**config.mk**
```make
export PLATFORM = sky130hd
export DESIGN_NAME = uoc_top
export DESIGN_NICKNAME = d
export VERILOG_FILES = /design/src/core/uoc_pkg.sv /design/src/core/uoc_top.sv /design/src/core/uoc_dma_req.sv /design/src/core/uoc_negotiate.sv
export SDC_FILE = /design/constraint.sdc
export NUM_CORES = 1
export LEC_CHECK = 0
export BUFFER_PORTS_ARGS = -buffer_cell sky130_fd_sc_hd__buf_2
export CORE_UTILIZATION = 40
export DETAILED_ROUTE_END_ITERATION = 10
export PLACE_DENSITY = 0.76
export REMOVE_ABC_BUFFERS = 1
export SYNTH_ARGS = -nofsm -noshare
export SYNTH_HDL_FRONTEND = slang
export SYNTH_HIERARCHICAL = 1
export SYNTH_SLANG_ARGS = --single-unit
```
**constraint.sdc**
```tcl
create_clock -name core_clk_i -period 2.7 [get_ports core_clk_i]
set_clock_uncertainty 0.2 [all_clocks]
set_input_delay 0.675 -clock core_clk_i [delete_from_list [all_inputs] [get_ports core_clk_i]]
set_output_delay 0.675 -clock core_clk_i [all_outputs]
set_load 0.02 [all_outputs]
```
**src/core/uoc_pkg.sv**
```systemverilog
// Package for the USB OTG control/status block: register map, fields, constants.
// Assumes a 32-bit APB register bus and a single 125 MHz core clock.
`default_nettype none
package uoc_pkg;
  // Register byte offsets.
  localparam logic [7:0] UOC_OFF_CTRL = 8'h00;
  localparam logic [7:0] UOC_OFF_IRQ_STAT = 8'h04;
  localparam logic [7:0] UOC_OFF_IRQ_MASK = 8'h08;
  localparam logic [7:0] UOC_OFF_DMA_CFG = 8'h0C;
  // Control/status field positions.
  localparam int UOC_TXSZ_LSB = 16;
  localparam int UOC_TXSZ_W = 4;
  localparam int UOC_TX_EARLY_BIT = 9;
  localparam int UOC_RX_EARLY_BIT = 8;
  localparam int UOC_B_ROLE_BIT = 7;
  localparam int UOC_FS_HS_BIT = 6;
  localparam int UOC_LS_BIT = 5;
  localparam int UOC_VBUS_LSB = 3;
  localparam int UOC_HOST_BIT = 2;
  localparam int UOC_HREQ_BIT = 1;
  // Packet size codes.
  localparam logic [3:0] UOC_TXSZ_MAX_CODE = 4'h9;
  localparam logic [3:0] UOC_TXSZ_RESET = 4'h0;
  localparam logic [12:0] UOC_BASE_PKT_BYTES = 13'h0008;
  localparam logic [12:0] UOC_EARLY_MARGIN = 13'h0008;
  // Bus level codes.
  localparam logic [1:0] UOC_VBUS_VALID = 2'h3;
  localparam logic [1:0] UOC_VBUS_AVALID = 2'h2;
  localparam logic [1:0] UOC_VBUS_SESS = 2'h1;
  localparam logic [1:0] UOC_VBUS_BELOW = 2'h0;
  // Interrupt status bit positions.
  localparam int UOC_IRQ_CONN = 0;
  localparam int UOC_IRQ_NEGDONE = 1;
  localparam int UOC_IRQ_VBUS = 2;
  localparam int UOC_IRQ_ROLE = 3;
  localparam int UOC_IRQ_W = 4;
  typedef enum logic [1:0] {
    UOC_NEG_IDLE,
    UOC_NEG_ARMED,
    UOC_NEG_RUN
  } uoc_neg_t;
endpackage : uoc_pkg
`default_nettype wire

```
**src/core/uoc_top.sv**
```systemverilog
// USB OTG control/status block: APB register file, DMA request gating,
// role and speed reporting, VBUS level coding, host negotiation and interrupts.
// Assumes link status inputs are synchronous to core_clk_i.
// Functional notes
// Packet size field gives 8 bytes times two to the code; codes above 1001 reserved.
// Size limit counts whole packets before any FIFO splitting.
// Tx early bit set drops IN DMA request at max minus 8 bytes.
// Rx early bit set drops OUT DMA request at max minus 8 bytes.
// Role bit reads 1 as B device, 0 as A device.
// In host mode, full/high-speed detect bit reads 1 when such a device attached.
// In host mode, low-speed detect bit reads 1 when such a device attached.
// Bus level field: 11 valid, 10 A-valid, 00 below session end.
// Level between session end and A-valid reads 01.
// Host bit reads 1 while acting as host.
// B device: request bit starts negotiation at suspend; hardware clears when done.
//
// The APB interface to the registers and the register addresses are this design's own decisions.
`default_nettype none
module uoc_top
  import uoc_pkg::*;
#(
  parameter int CNT_W = 13
)
(
  input wire logic core_clk_i,
  input wire logic resetn_i,
  input wire logic psel,
  input wire logic penable,
  input wire logic pwrite,
  input wire logic [7:0] paddr,
  input wire logic [31:0] pwdata,
  output logic [31:0] prdata,
  output logic pready,
  output logic pslverr,
  input wire logic b_role_i,
  input wire logic acting_as_host_i,
  input wire logic conn_fs_hs_i,
  input wire logic conn_ls_i,
  input wire logic vbus_valid_i,
  input wire logic vbus_avalid_i,
  input wire logic vbus_sess_i,
  input wire logic suspend_i,
  input wire logic neg_done_i,
  input wire logic tx_pkt_start_i,
  input wire logic tx_wr_i,
  input wire logic rx_pkt_start_i,
  input wire logic rx_wr_i,
  output logic tx_dma_req_o,
  output logic rx_dma_req_o,
  output logic neg_start_o,
  output logic [CNT_W-1:0] max_packet_bytes_o,
  output logic irq_o
);
  initial
  begin
    if (CNT_W != 13)
    begin
      $error("CNT_W must be 13 to hold 4096");
    end
  end

  typedef struct packed {
    logic [UOC_TXSZ_W-1:0] tx_fifo_packet_size;
    logic tx_early_dma_select;
    logic rx_early_dma_select;
    logic [UOC_IRQ_W-1:0] irq_stat;
    logic [UOC_IRQ_W-1:0] irq_mask;
    logic [1:0] vbus_prev;
    logic role_prev;
    logic conn_prev;
    logic [31:0] rdata;
    logic [12:0] max_bytes;
  } uoc_state_t;

  uoc_state_t s_q;
  uoc_state_t s_d;
  logic wr_acc;
  logic rd_acc;
  logic addr_ok;
  logic hreq_set;
  logic hreq_clr;
  logic negotiation_request;
  logic neg_done;
  logic [1:0] vbus_lvl;
  logic full_high_speed_detected;
  logic low_speed_detected;
  logic [UOC_IRQ_W-1:0] ev;
  logic [31:0] ctrl_word;

  // Size code to bytes; reserved codes clamp to the largest legal size.
  function automatic logic [12:0] size_bytes(input logic [3:0] code);
    logic [3:0] c;
    c = (code > UOC_TXSZ_MAX_CODE) ? UOC_TXSZ_MAX_CODE : code;
    return 13'(UOC_BASE_PKT_BYTES << c);
  endfunction : size_bytes

  // Comparator inputs are treated as nested thresholds.
  function automatic logic [1:0] vbus_code(input logic v, input logic a, input logic s);
    if (v)
    begin
      return UOC_VBUS_VALID;
    end
    else if (a)
    begin
      return UOC_VBUS_AVALID;
    end
    else if (s)
    begin
      return UOC_VBUS_SESS;
    end
    return UOC_VBUS_BELOW;
  endfunction : vbus_code

  assign addr_ok = (paddr == UOC_OFF_CTRL) || (paddr == UOC_OFF_IRQ_STAT) ||
                   (paddr == UOC_OFF_IRQ_MASK) || (paddr == UOC_OFF_DMA_CFG);
  assign wr_acc = psel && penable && pwrite;
  assign rd_acc = psel && !penable && !pwrite;
  assign hreq_set = wr_acc && (paddr == UOC_OFF_CTRL) && pwdata[UOC_HREQ_BIT];
  assign hreq_clr = wr_acc && (paddr == UOC_OFF_CTRL) && !pwdata[UOC_HREQ_BIT];
  assign vbus_lvl = vbus_code(vbus_valid_i, vbus_avalid_i, vbus_sess_i);
  assign full_high_speed_detected = acting_as_host_i && conn_fs_hs_i;
  assign low_speed_detected = acting_as_host_i && conn_ls_i;

  always_comb
  begin
    ctrl_word = '0;
    ctrl_word[UOC_TXSZ_LSB +: UOC_TXSZ_W] = s_q.tx_fifo_packet_size;
    ctrl_word[UOC_TX_EARLY_BIT] = s_q.tx_early_dma_select;
    ctrl_word[UOC_RX_EARLY_BIT] = s_q.rx_early_dma_select;
    ctrl_word[UOC_B_ROLE_BIT] = b_role_i;
    ctrl_word[UOC_FS_HS_BIT] = full_high_speed_detected;
    ctrl_word[UOC_LS_BIT] = low_speed_detected;
    ctrl_word[UOC_VBUS_LSB +: 2] = vbus_lvl;
    ctrl_word[UOC_HOST_BIT] = acting_as_host_i;
    ctrl_word[UOC_HREQ_BIT] = negotiation_request;
  end

  always_comb
  begin
    ev = '0;
    ev[UOC_IRQ_CONN] = (conn_fs_hs_i || conn_ls_i) && !s_q.conn_prev;
    ev[UOC_IRQ_NEGDONE] = neg_done;
    ev[UOC_IRQ_VBUS] = (vbus_lvl != s_q.vbus_prev);
    ev[UOC_IRQ_ROLE] = (b_role_i != s_q.role_prev);
    s_d = s_q;
    s_d.vbus_prev = vbus_lvl;
    s_d.role_prev = b_role_i;
    s_d.conn_prev = conn_fs_hs_i || conn_ls_i;
    s_d.max_bytes = size_bytes(s_q.tx_fifo_packet_size);
    if (wr_acc)
    begin
      case (paddr)
        UOC_OFF_CTRL:
        begin
          s_d.tx_fifo_packet_size = pwdata[UOC_TXSZ_LSB +: UOC_TXSZ_W];
          s_d.tx_early_dma_select = pwdata[UOC_TX_EARLY_BIT];
          s_d.rx_early_dma_select = pwdata[UOC_RX_EARLY_BIT];
        end
        UOC_OFF_IRQ_STAT:
        begin
          s_d.irq_stat = s_q.irq_stat & ~pwdata[UOC_IRQ_W-1:0];
        end
        UOC_OFF_IRQ_MASK:
        begin
          s_d.irq_mask = pwdata[UOC_IRQ_W-1:0];
        end
        default:
        begin
          s_d.irq_mask = s_q.irq_mask;
        end
      endcase
    end
    // New events win over a write-one-to-clear in the same cycle.
    s_d.irq_stat = s_d.irq_stat | ev;
    if (rd_acc)
    begin
      case (paddr)
        UOC_OFF_CTRL: s_d.rdata = ctrl_word;
        UOC_OFF_IRQ_STAT: s_d.rdata = 32'(s_q.irq_stat);
        UOC_OFF_IRQ_MASK: s_d.rdata = 32'(s_q.irq_mask);
        UOC_OFF_DMA_CFG: s_d.rdata = 32'(s_q.max_bytes);
        default: s_d.rdata = 32'h0000_0000;
      endcase
    end
  end

  always_ff @(posedge core_clk_i or negedge resetn_i)
  begin
    if (!resetn_i)
    begin
      s_q <= '{tx_fifo_packet_size: UOC_TXSZ_RESET, max_bytes: UOC_BASE_PKT_BYTES,
               default: '0};
    end
    else
    begin
      s_q <= s_d;
    end
  end

  uoc_negotiate u_neg (
    .core_clk_i(core_clk_i),
    .resetn_i(resetn_i),
    .req_set_i(hreq_set),
    .req_clr_i(hreq_clr),
    .b_role_i(b_role_i),
    .suspend_i(suspend_i),
    .done_i(neg_done_i),
    .req_o(negotiation_request),
    .start_o(neg_start_o),
    .done_o(neg_done)
  );

  uoc_dma_req u_tx (
    .core_clk_i(core_clk_i),
    .resetn_i(resetn_i),
    .start_i(tx_pkt_start_i),
    .wr_i(tx_wr_i),
    .max_bytes_i(s_q.max_bytes),
    .early_i(s_q.tx_early_dma_select),
    .req_o(tx_dma_req_o)
  );

  uoc_dma_req u_rx (
    .core_clk_i(core_clk_i),
    .resetn_i(resetn_i),
    .start_i(rx_pkt_start_i),
    .wr_i(rx_wr_i),
    .max_bytes_i(s_q.max_bytes),
    .early_i(s_q.rx_early_dma_select),
    .req_o(rx_dma_req_o)
  );

  assign prdata = s_q.rdata;
  assign pready = psel && penable;
  assign pslverr = psel && penable && !addr_ok;
  assign max_packet_bytes_o = s_q.max_bytes;
  assign irq_o = |(s_q.irq_stat & s_q.irq_mask);
endmodule : uoc_top
`default_nettype wire

```
**src/core/uoc_dma_req.sv**
```systemverilog
// DMA request gate for one endpoint direction: asserts while a packet is being
// filled and drops at max packet size or at max packet size minus 8 bytes.
// Assumes the byte count is cleared by the packet start strobe.
`default_nettype none
module uoc_dma_req
  import uoc_pkg::*;
(
  input wire logic core_clk_i,
  input wire logic resetn_i,
  input wire logic start_i,
  input wire logic wr_i,
  input wire logic [12:0] max_bytes_i,
  input wire logic early_i,
  output logic req_o
);
  typedef struct packed {
    logic [12:0] cnt;
    logic busy;
  } uoc_dreq_t;

  uoc_dreq_t s_q;
  uoc_dreq_t s_d;
  logic [12:0] limit;

  always_comb
  begin
    // Early mode drops the request 8 bytes ahead so DMA latency cannot overfill.
    limit = early_i ? (max_bytes_i - UOC_EARLY_MARGIN) : max_bytes_i;
    s_d = s_q;
    if (start_i)
    begin
      s_d.cnt = '0;
      s_d.busy = 1'b1;
    end
    else if (wr_i && s_q.busy)
    begin
      s_d.cnt = 13'(s_q.cnt + 13'h0004);
    end
    if (!start_i && (s_d.cnt >= limit))
    begin
      s_d.busy = 1'b0;
    end
  end

  always_ff @(posedge core_clk_i or negedge resetn_i)
  begin
    if (!resetn_i)
    begin
      s_q <= '0;
    end
    else
    begin
      s_q <= s_d;
    end
  end

  assign req_o = s_q.busy;
endmodule : uoc_dma_req
`default_nettype wire

```
**src/core/uoc_negotiate.sv**
```systemverilog
// Host negotiation sequencer for the B-device role.
// Assumes the PHY side reports suspend entry and negotiation completion as levels/pulses.
`default_nettype none
module uoc_negotiate
  import uoc_pkg::*;
(
  input wire logic core_clk_i,
  input wire logic resetn_i,
  input wire logic req_set_i,
  input wire logic req_clr_i,
  input wire logic b_role_i,
  input wire logic suspend_i,
  input wire logic done_i,
  output logic req_o,
  output logic start_o,
  output logic done_o
);
  typedef struct packed {
    uoc_neg_t st;
    logic start;
    logic done;
  } uoc_negs_t;

  uoc_negs_t s_q;
  uoc_negs_t s_d;

  always_comb
  begin
    s_d = s_q;
    s_d.start = 1'b0;
    s_d.done = 1'b0;
    case (s_q.st)
      UOC_NEG_IDLE:
      begin
        if (req_set_i && b_role_i)
        begin
          s_d.st = UOC_NEG_ARMED;
        end
      end
      UOC_NEG_ARMED:
      begin
        if (req_clr_i || !b_role_i)
        begin
          s_d.st = UOC_NEG_IDLE;
        end
        else if (suspend_i)
        begin
          s_d.st = UOC_NEG_RUN;
          s_d.start = 1'b1;
        end
      end
      UOC_NEG_RUN:
      begin
        if (done_i)
        begin
          s_d.st = UOC_NEG_IDLE;
          s_d.done = 1'b1;
        end
      end
      default:
      begin
        s_d.st = UOC_NEG_IDLE;
      end
    endcase
  end

  always_ff @(posedge core_clk_i or negedge resetn_i)
  begin
    if (!resetn_i)
    begin
      s_q <= '{st: UOC_NEG_IDLE, start: 1'b0, done: 1'b0};
    end
    else
    begin
      s_q <= s_d;
    end
  end

  assign req_o = (s_q.st != UOC_NEG_IDLE);
  assign start_o = s_q.start;
  assign done_o = s_q.done;
endmodule : uoc_negotiate
`default_nettype wire

```
[Word level (Yosys, flattened, before mapping)]
Cells that the tools add are included.
Word-level totals
  register bits after elaboration: 95
  input port bits: 58
  output and inout bits: 51
  word-level logic and storage cells: 107
Operators by class
  add/sub/neg operators: 3
  order comparisons: 3
  equality and inequality tests: 10
  shifts and indexed selects: 1
  muxes and demuxes: 31
  bitwise logic cells: 4
  reduce and logical (&&, ||, !) cells: 38
Operators by type and width (number)
  one-hot mux 20 bit (4 select lines): 1
  2-to-1 mux 13 bit: 6
  adder 13 x 3 -> 13 bit (second input constant): 2
  >= comparator 13 bit: 2
  == test 8 x 4 -> 1 bit (second input constant): 2
  logical AND 1 bit: 16
  2-to-1 mux 2 bit: 7
  left shift 4 x 4 -> 13 bit (first input constant): 1
  subtractor 13 x 4 -> 13 bit (second input constant): 1
  2-to-1 mux 4 bit: 3
  2-to-1 mux 1 bit: 11
  AND 4 bit: 2
  == test 8 x 3 -> 1 bit (second input constant): 1
  zero test 1 bit: 8
  zero test 8 bit: 1
  2-to-1 mux 8 bit: 1
  one-hot mux 2 bit (3 select lines): 1
  nonzero test 2 bit: 3
  logical OR 1 bit: 5
  > comparator 4 bit (second input constant): 1
  inverter 4 bit: 1
  bitwise OR 4 bit: 1
  AND reduction 2 bit: 2
  OR reduction 4 bit: 1
  10 further kinds: 10

[Logic depth before layout (Yosys ltp)]
  depth after elaboration: 7
  depth in mapped cells: 10
  depth with buffers taken out: 10

[Cells and area by module]
Netlist, hierarchy kept.
By module, submodules not included
  uoc_top: times used 1, cells each 227, area an instance 2294.7 um2, seq. area each 1127.3 um2
  uoc_dma_req (u_tx): times used 1, cells each 122, area an instance 1126.1 um2, seq. area each 350.3 um2
  uoc_dma_req (u_rx): times used 1, cells each 116, area an instance 1097.3 um2, seq. area each 350.3 um2
  uoc_negotiate: times used 1, cells each 15, area an instance 173.9 um2, seq. area each 100.1 um2

[Worst setup path after synthesis]
Ideal clock, no wire load.
  path kind: reg-to-reg
  start point: reg s_q (netlist bit max_packet_bytes_o[7])
  end point: reg u_rx.s_q (netlist bit u_rx/req_o)
  setup time: 0.140 ns
  arrival: 2.415 ns
  data required time: 2.360 ns
  slack: -0.055 ns
  stages on the path, launching flop included: 9
  buffers on the path: 0
  clock period less this slack: 2.755 ns
  cell sequence: dfrtp_1 -> or4_4 -> nor4b_4 -> xnor2_1 -> ha_1 -> nand4_1 -> or4_1 -> a41oi_1 -> a211oi_1
On the way
  longest elaborated chain between the ends: 5
  elaborated cells on any way between the ends: 6
  classes of those cells: add/sub (1); order compare (1); mux (2); reduce/logical (2)
Ends and longest elaborated chain
  from (decl): RTL line uoc_top.sv:75  | uoc_state_t s_q;
  from (signal assigned): RTL line uoc_top.sv:191  | s_q <= '{tx_fifo_packet_size: UOC_TXSZ_RESET, max_bytes: UOC_BASE_PKT_BYTES,
  subtractor 13 x 4 -> 13 bit: RTL line uoc_dma_req.sv:28  | limit = early_i ? (max_bytes_i - UOC_EARLY_MARGIN) : max_bytes_i;
  2-to-1 mux 13 bit *: RTL line uoc_dma_req.sv:28
  >= comparator 13 bit *: RTL line uoc_dma_req.sv:39  | if (!start_i && (s_d.cnt >= limit))
  logical AND 1 bit *: RTL line uoc_dma_req.sv:39
  2-to-1 mux 1 bit / nonzero test 2 bit (equally long branches)
  to (signal assigned): RTL line uoc_dma_req.sv:49  | s_q <= '0;
  to (signal assigned): RTL line uoc_dma_req.sv:53  | s_q <= s_d;
  to (decl): RTL line uoc_dma_req.sv:21  | uoc_dreq_t s_q;
Every way passes the cells marked *; elsewhere a longest branch is shown, timed or not.
A chain may end at the register's enable or synchronous reset.

[Final worst setup path]
  start point: reg s_q (netlist bit max_packet_bytes_o[9])
  end point: reg u_rx.s_q (netlist bit u_rx/req_o)
Same word-level chain as after synthesis.

==> report_table.html <==
<table>
<tr><th>Metric</th><th>Value</th></tr>
<tr><th colspan="2">Logic synthesis</th></tr>
<tr><td>Post-synthesis instance area</td><td>4690 um2</td></tr>
<tr><td>Number of warnings issued by yosys</td><td>6</td></tr>
<tr><td>Mean post-synth cell area</td><td>9.78 um2</td></tr>
<tr><td>Synthesized-area fraction occupied by xor and xnor cells</td><td>0.0653</td></tr>
<tr><td>Number of enable flip-flop cells after synthesis</td><td>0</td></tr>
<tr><td>Post-synthesis async set-or-reset flop share</td><td>1.00</td></tr>
<tr><td>Multiplexer fraction of the synthesized cell area</td><td>0.0331</td></tr>
<tr><td>Arithmetic-cell share of the synthesized area counting full adders, half adders and majority gates</td><td>0.0800</td></tr>
<tr><td>Simple-gate share of the synthesized area</td><td>0.211</td></tr>
<tr><td>Compound-Gate Fraction of Synth Area</td><td>0.101</td></tr>
<tr><td>Dominant combinational cell family by area after synthesis</td><td>simple AND/OR/NAND/NOR gates</td></tr>
<tr><td>Number of standard cells after synthesis</td><td>480</td></tr>
<tr><td>Predominant post-synthesis flop cell</td><td>dfrtp_1</td></tr>
<tr><td>Number of storage elements in the synthesis netlist</td><td>77</td></tr>
<tr><td>Register area share after synthesis</td><td>0.411</td></tr>
<tr><td>Number of different library cells in the post-synthesis netlist</td><td>61</td></tr>
<tr><th colspan="2">Run</th></tr>
<tr><td>Number of max-cap violations</td><td>0</td></tr>
<tr><th colspan="2">Global route</th></tr>
<tr><td>Number of global-route vias before repair</td><td>3,631</td></tr>
<tr><td>Global-route wire length before repair</td><td>17.0 mm</td></tr>
<tr><td>Pin count of the biggest net entering global routing</td><td>40</td></tr>
<tr><td>Leftover overflow at the end of global routing</td><td>0</td></tr>
<tr><td>Aggregate global-route resource usage</td><td>0.183</td></tr>
<tr><td>Number of antenna violations at the first check in global routing</td><td>0</td></tr>
<tr><th colspan="2">Die</th></tr>
<tr><td>Die outline area</td><td>12,200 um2</td></tr>
<tr><td>Area of the core</td><td>11,400 um2</td></tr>
<tr><td>I/O pin cnt</td><td>109</td></tr>
<tr><td>Die extent in y</td><td>110 um</td></tr>
<tr><td>Number of rows created at floorplan</td><td>39</td></tr>
<tr><td>Chip width</td><td>110 um</td></tr>
<tr><td>Initial core utilization</td><td>0.411</td></tr>
<tr><th colspan="2">Placed design</th></tr>
<tr><td>Port Buf Inserts</td><td>68</td></tr>
<tr><td>HPWL Detailed</td><td>7.64 mm</td></tr>
<tr><td>Post-detailed-placement cell area</td><td>5130 um2</td></tr>
<tr><td>Final weighted congestion in routability-driven placement</td><td>0.776</td></tr>
<tr><th colspan="2">CTS</th></tr>
<tr><td>Number of levels in the clock H-tree</td><td>3</td></tr>
<tr><td>Clock network latency to the later pin of the worst-skew pair</td><td>340 ps</td></tr>
<tr><td>Number of buffers inserted during clock tree synthesis</td><td>9</td></tr>
<tr><td>Post-CTS setup repair buffer count</td><td>0</td></tr>
<tr><td>Reg clk slew, reported paths</td><td>60 ps</td></tr>
<tr><td>CTS tree</td><td>built</td></tr>
<tr><td>CTS root buf</td><td>clkbuf_16</td></tr>
<tr><td>Maximum root-to-sink buffer count</td><td>2</td></tr>
<tr><td>Clock sink count</td><td>77</td></tr>
<tr><th colspan="2">Detailed routing</th></tr>
<tr><td>Number of DRC markers in iteration 0</td><td>213</td></tr>
<tr><td>Aggregate routed wire length</td><td>10.4 mm</td></tr>
<tr><td>Via Count</td><td>3,643</td></tr>
<tr><td>Number of search-and-repair iterations in the first detailed-routing pass</td><td>4</td></tr>
<tr><td>WL per Instance</td><td>14.8 um</td></tr>
<tr><td>Number of remaining DRC errors</td><td>0</td></tr>
<tr><td>Final antenna-violating net count</td><td>0</td></tr>
<tr><td>Via-to-Cell Ratio</td><td>5.20</td></tr>
<tr><th colspan="2">Run status</th></tr>
<tr><td>Violations in the final reports</td><td>negative setup slack</td></tr>
<tr><td>Run status</td><td>finished, violations left</td></tr>
<tr><th colspan="2">Setup path</th></tr>
<tr><td>Endpoint arrival time on the critical path</td><td>2740 ps</td></tr>
<tr><td>Critical-path top delay cell</td><td>or4_4</td></tr>
<tr><td>Dominant cell type by count on the critical path</td><td>or4_4</td></tr>
<tr><td>Crit-path max FO</td><td>3</td></tr>
<tr><td>Largest delay contributor family on the critical path</td><td>simple AND/OR/NAND/NOR gates</td></tr>
<tr><td>Critical path required time</td><td>2700 ps</td></tr>
<tr><td>Buffer and inverter count on the worst path</td><td>0</td></tr>
<tr><td>R2R depth</td><td>8</td></tr>
<tr><td>Worst setup path class</td><td>flip-flop to flip-flop</td></tr>
<tr><td>CP Capture Type</td><td>flip-flop</td></tr>
<tr><td>Type of origin of the critical path</td><td>flip-flop</td></tr>
<tr><td>CP peak stage delay</td><td>570 ps</td></tr>
<tr><td>Ordered list of cells on the worst path</td><td>or4_4 -&gt; nor4b_4 -&gt; xnor2_1 -&gt; ha_1 -&gt; nand4_1 -&gt; or4_4 -&gt; a41oi_2 -&gt; a211oi_1</td></tr>
<tr><td>Number of cells on the critical path</td><td>8</td></tr>
<tr><th colspan="2">STA</th></tr>
<tr><td>Unrepaired setup endpoints after global routing</td><td>true</td></tr>
<tr><td>Final cycle utilization of the critical path</td><td>1.02</td></tr>
<tr><td>Worst-case headroom to the max-slew limit</td><td>0.506</td></tr>
<tr><td>Peak clock frequency supported by timing</td><td>365 MHz</td></tr>
<tr><td>Hold_ws</td><td>104 ps</td></tr>
<tr><td>Period minus WS final</td><td>2740 ps</td></tr>
<tr><td>Total count of max-transition violations in the final report</td><td>0</td></tr>
<tr><td>Count of final hold-check violations</td><td>0</td></tr>
<tr><td>Worst-Margin Slew</td><td>740 ps</td></tr>
<tr><td>Setup Viol. Count Final</td><td>1</td></tr>
<tr><td>Post-route worst setup slack</td><td>-41.6 ps</td></tr>
<tr><th colspan="2">Cells and area</th></tr>
<tr><td>Fillers</td><td>1,028</td></tr>
<tr><td>Antenna diode count</td><td>0</td></tr>
<tr><td>Commonest cells after routing, fill and taps aside</td><td>dfrtp_1 (76), buf_2 (66), nand2_1 (53)</td></tr>
<tr><td>Proportion of layout cells with a drive suffix above 1</td><td>0.269</td></tr>
<tr><td>Most common cell after layout, fill and taps aside</td><td>dfrtp_1</td></tr>
<tr><td>Layout-stage area growth over the synthesis result</td><td>17.3%</td></tr>
<tr><td>Final instance area</td><td>5500 um2</td></tr>
<tr><td>Final net count</td><td>640</td></tr>
<tr><th colspan="2">Pwr</th></tr>
<tr><td>Power per cell area</td><td>502 nW/um2</td></tr>
<tr><td>Maximum vdd drop</td><td>316 uV</td></tr>
<tr><td>Standby leakage power</td><td>2.65 nW</td></tr>
<tr><th colspan="2">Min path</th></tr>
<tr><td>Hold/Removal Path Class</td><td>primary input to async pin</td></tr>
</table>
## layer usage
layer	GRT usage	share of wire	up-vias
met3	0.0406	0.043	16
li1	-	-	1751
met5	0	0	-
met2	0.323	0.52	90
met4	0.0583	0.017	0
met1	0.221	0.42	1786
## final timing paths
kind,from,endpoint,slack [ps]
min reg2reg,u_neg/done_o,s_q[54],230
max,max_packet_bytes_o[9],u_rx/req_o,-40
min in group core_clk_i,u_neg/done_o,s_q[54],230
min,resetn_i,u_neg/done_o,100
max in group asynchronous,resetn_i,u_tx/s_q[7],1610
max reg2reg,max_packet_bytes_o[9],u_rx/req_o,-40
## registers in the layout (all words and copies together), names as in the netlist
name / cells
u_rx/s_q: 13
u_tx/s_q: 13
u_neg/start_o: 1
u_tx/req_o: 1
s_q: 12
u_neg/done_o: 1
max_packet_bytes_o: 10
prdata: 17
ctrl_word: 6
u_neg/s_q: 2
u_rx/req_o: 1
## cell families after synthesis
group | Yosys count
flip-flops | 77
XOR/XNOR | 35
AND/OR/NAND/NOR | 174
other | 1
AO/OA/AOI/OAI | 72
adder cells (fa/ha/maj) | 30
buffers and inverters | 78
multiplexers | 13
## repair_timing
action / in CTS / in global routing
gates cloned: 0 / 0
endpoints found under the setup margin: 2 / 3
pin swaps: 4 / 1
hold buffers: 0 / 0
gates resized for setup: 6 / 5
## worst reg2reg max path, delay by kind of cell, from the launching register on
kind                       cells  cell delay (ps)
AOI/OAI and AO/OA              2              260
DFF                            1              370
adders and majority gates      1              300
and+or+nand+nor                4             1370
xor gates and xnor gates       1              110
## stage by stage
step                      TNS [ps]  total power, W  instances  setup slack, ps  utilization
after floorplan               -152         0.00134        445             -152            -
after global placement        -332         0.00145        684             -256        0.450
after detailed placement      -447         0.00146        684             -361        0.450
after CTS                    -52.1         0.00278        700            -52.1        0.480
after global routing          -167         0.00287        700             -167        0.482
final                        -41.6         0.00277        700            -41.6        0.482
## where the power goes
part	internal (W)	switching, W	total, W
registers	0.00117	0.0000208	0.00119
clock network	0.000857	0.000465	0.00132
logic	0.0000948	0.000154	0.000249
## synthesized netlist by cell type, types with 8 or more instances
| library cell | instances | area [um2] |
|---|---|---|
| mux2_2 | 10 | 113 |
| nor3_1 | 10 | 50.1 |
| xor2_1 | 16 | 140 |
| dfrtp_1 | 76 | 1900 |
| clkbuf_1 | 12 | 45.0 |
| nor2_1 | 34 | 128 |
| nand4_1 | 8 | 50.1 |
| nand2_1 | 54 | 203 |
| inv_1 | 20 | 75.1 |
| buf_4 | 45 | 338 |
| ha_1 | 30 | 375 |
| a21oi_1 | 14 | 70.1 |
| xnor2_1 | 19 | 166 |
| nand3_1 | 11 | 55.1 |
| o21ai_0 | 17 | 85.1 |
## area by class of cell
cell class | instances | area (um2) | share of cell area
multi-input combinational | 348 | 2420 | 0.440
sequential | 77 | 1930 | 0.350
timing repair buffer | 96 | 572 | 0.104
clock buffer | 12 | 256 | 0.0466
tap | 143 | 179 | 0.0325
inverter | 20 | 75.1 | 0.0136
clock inverter | 4 | 70.1 | 0.0127
Note: power is estimated with default switching activity, not from simulation.
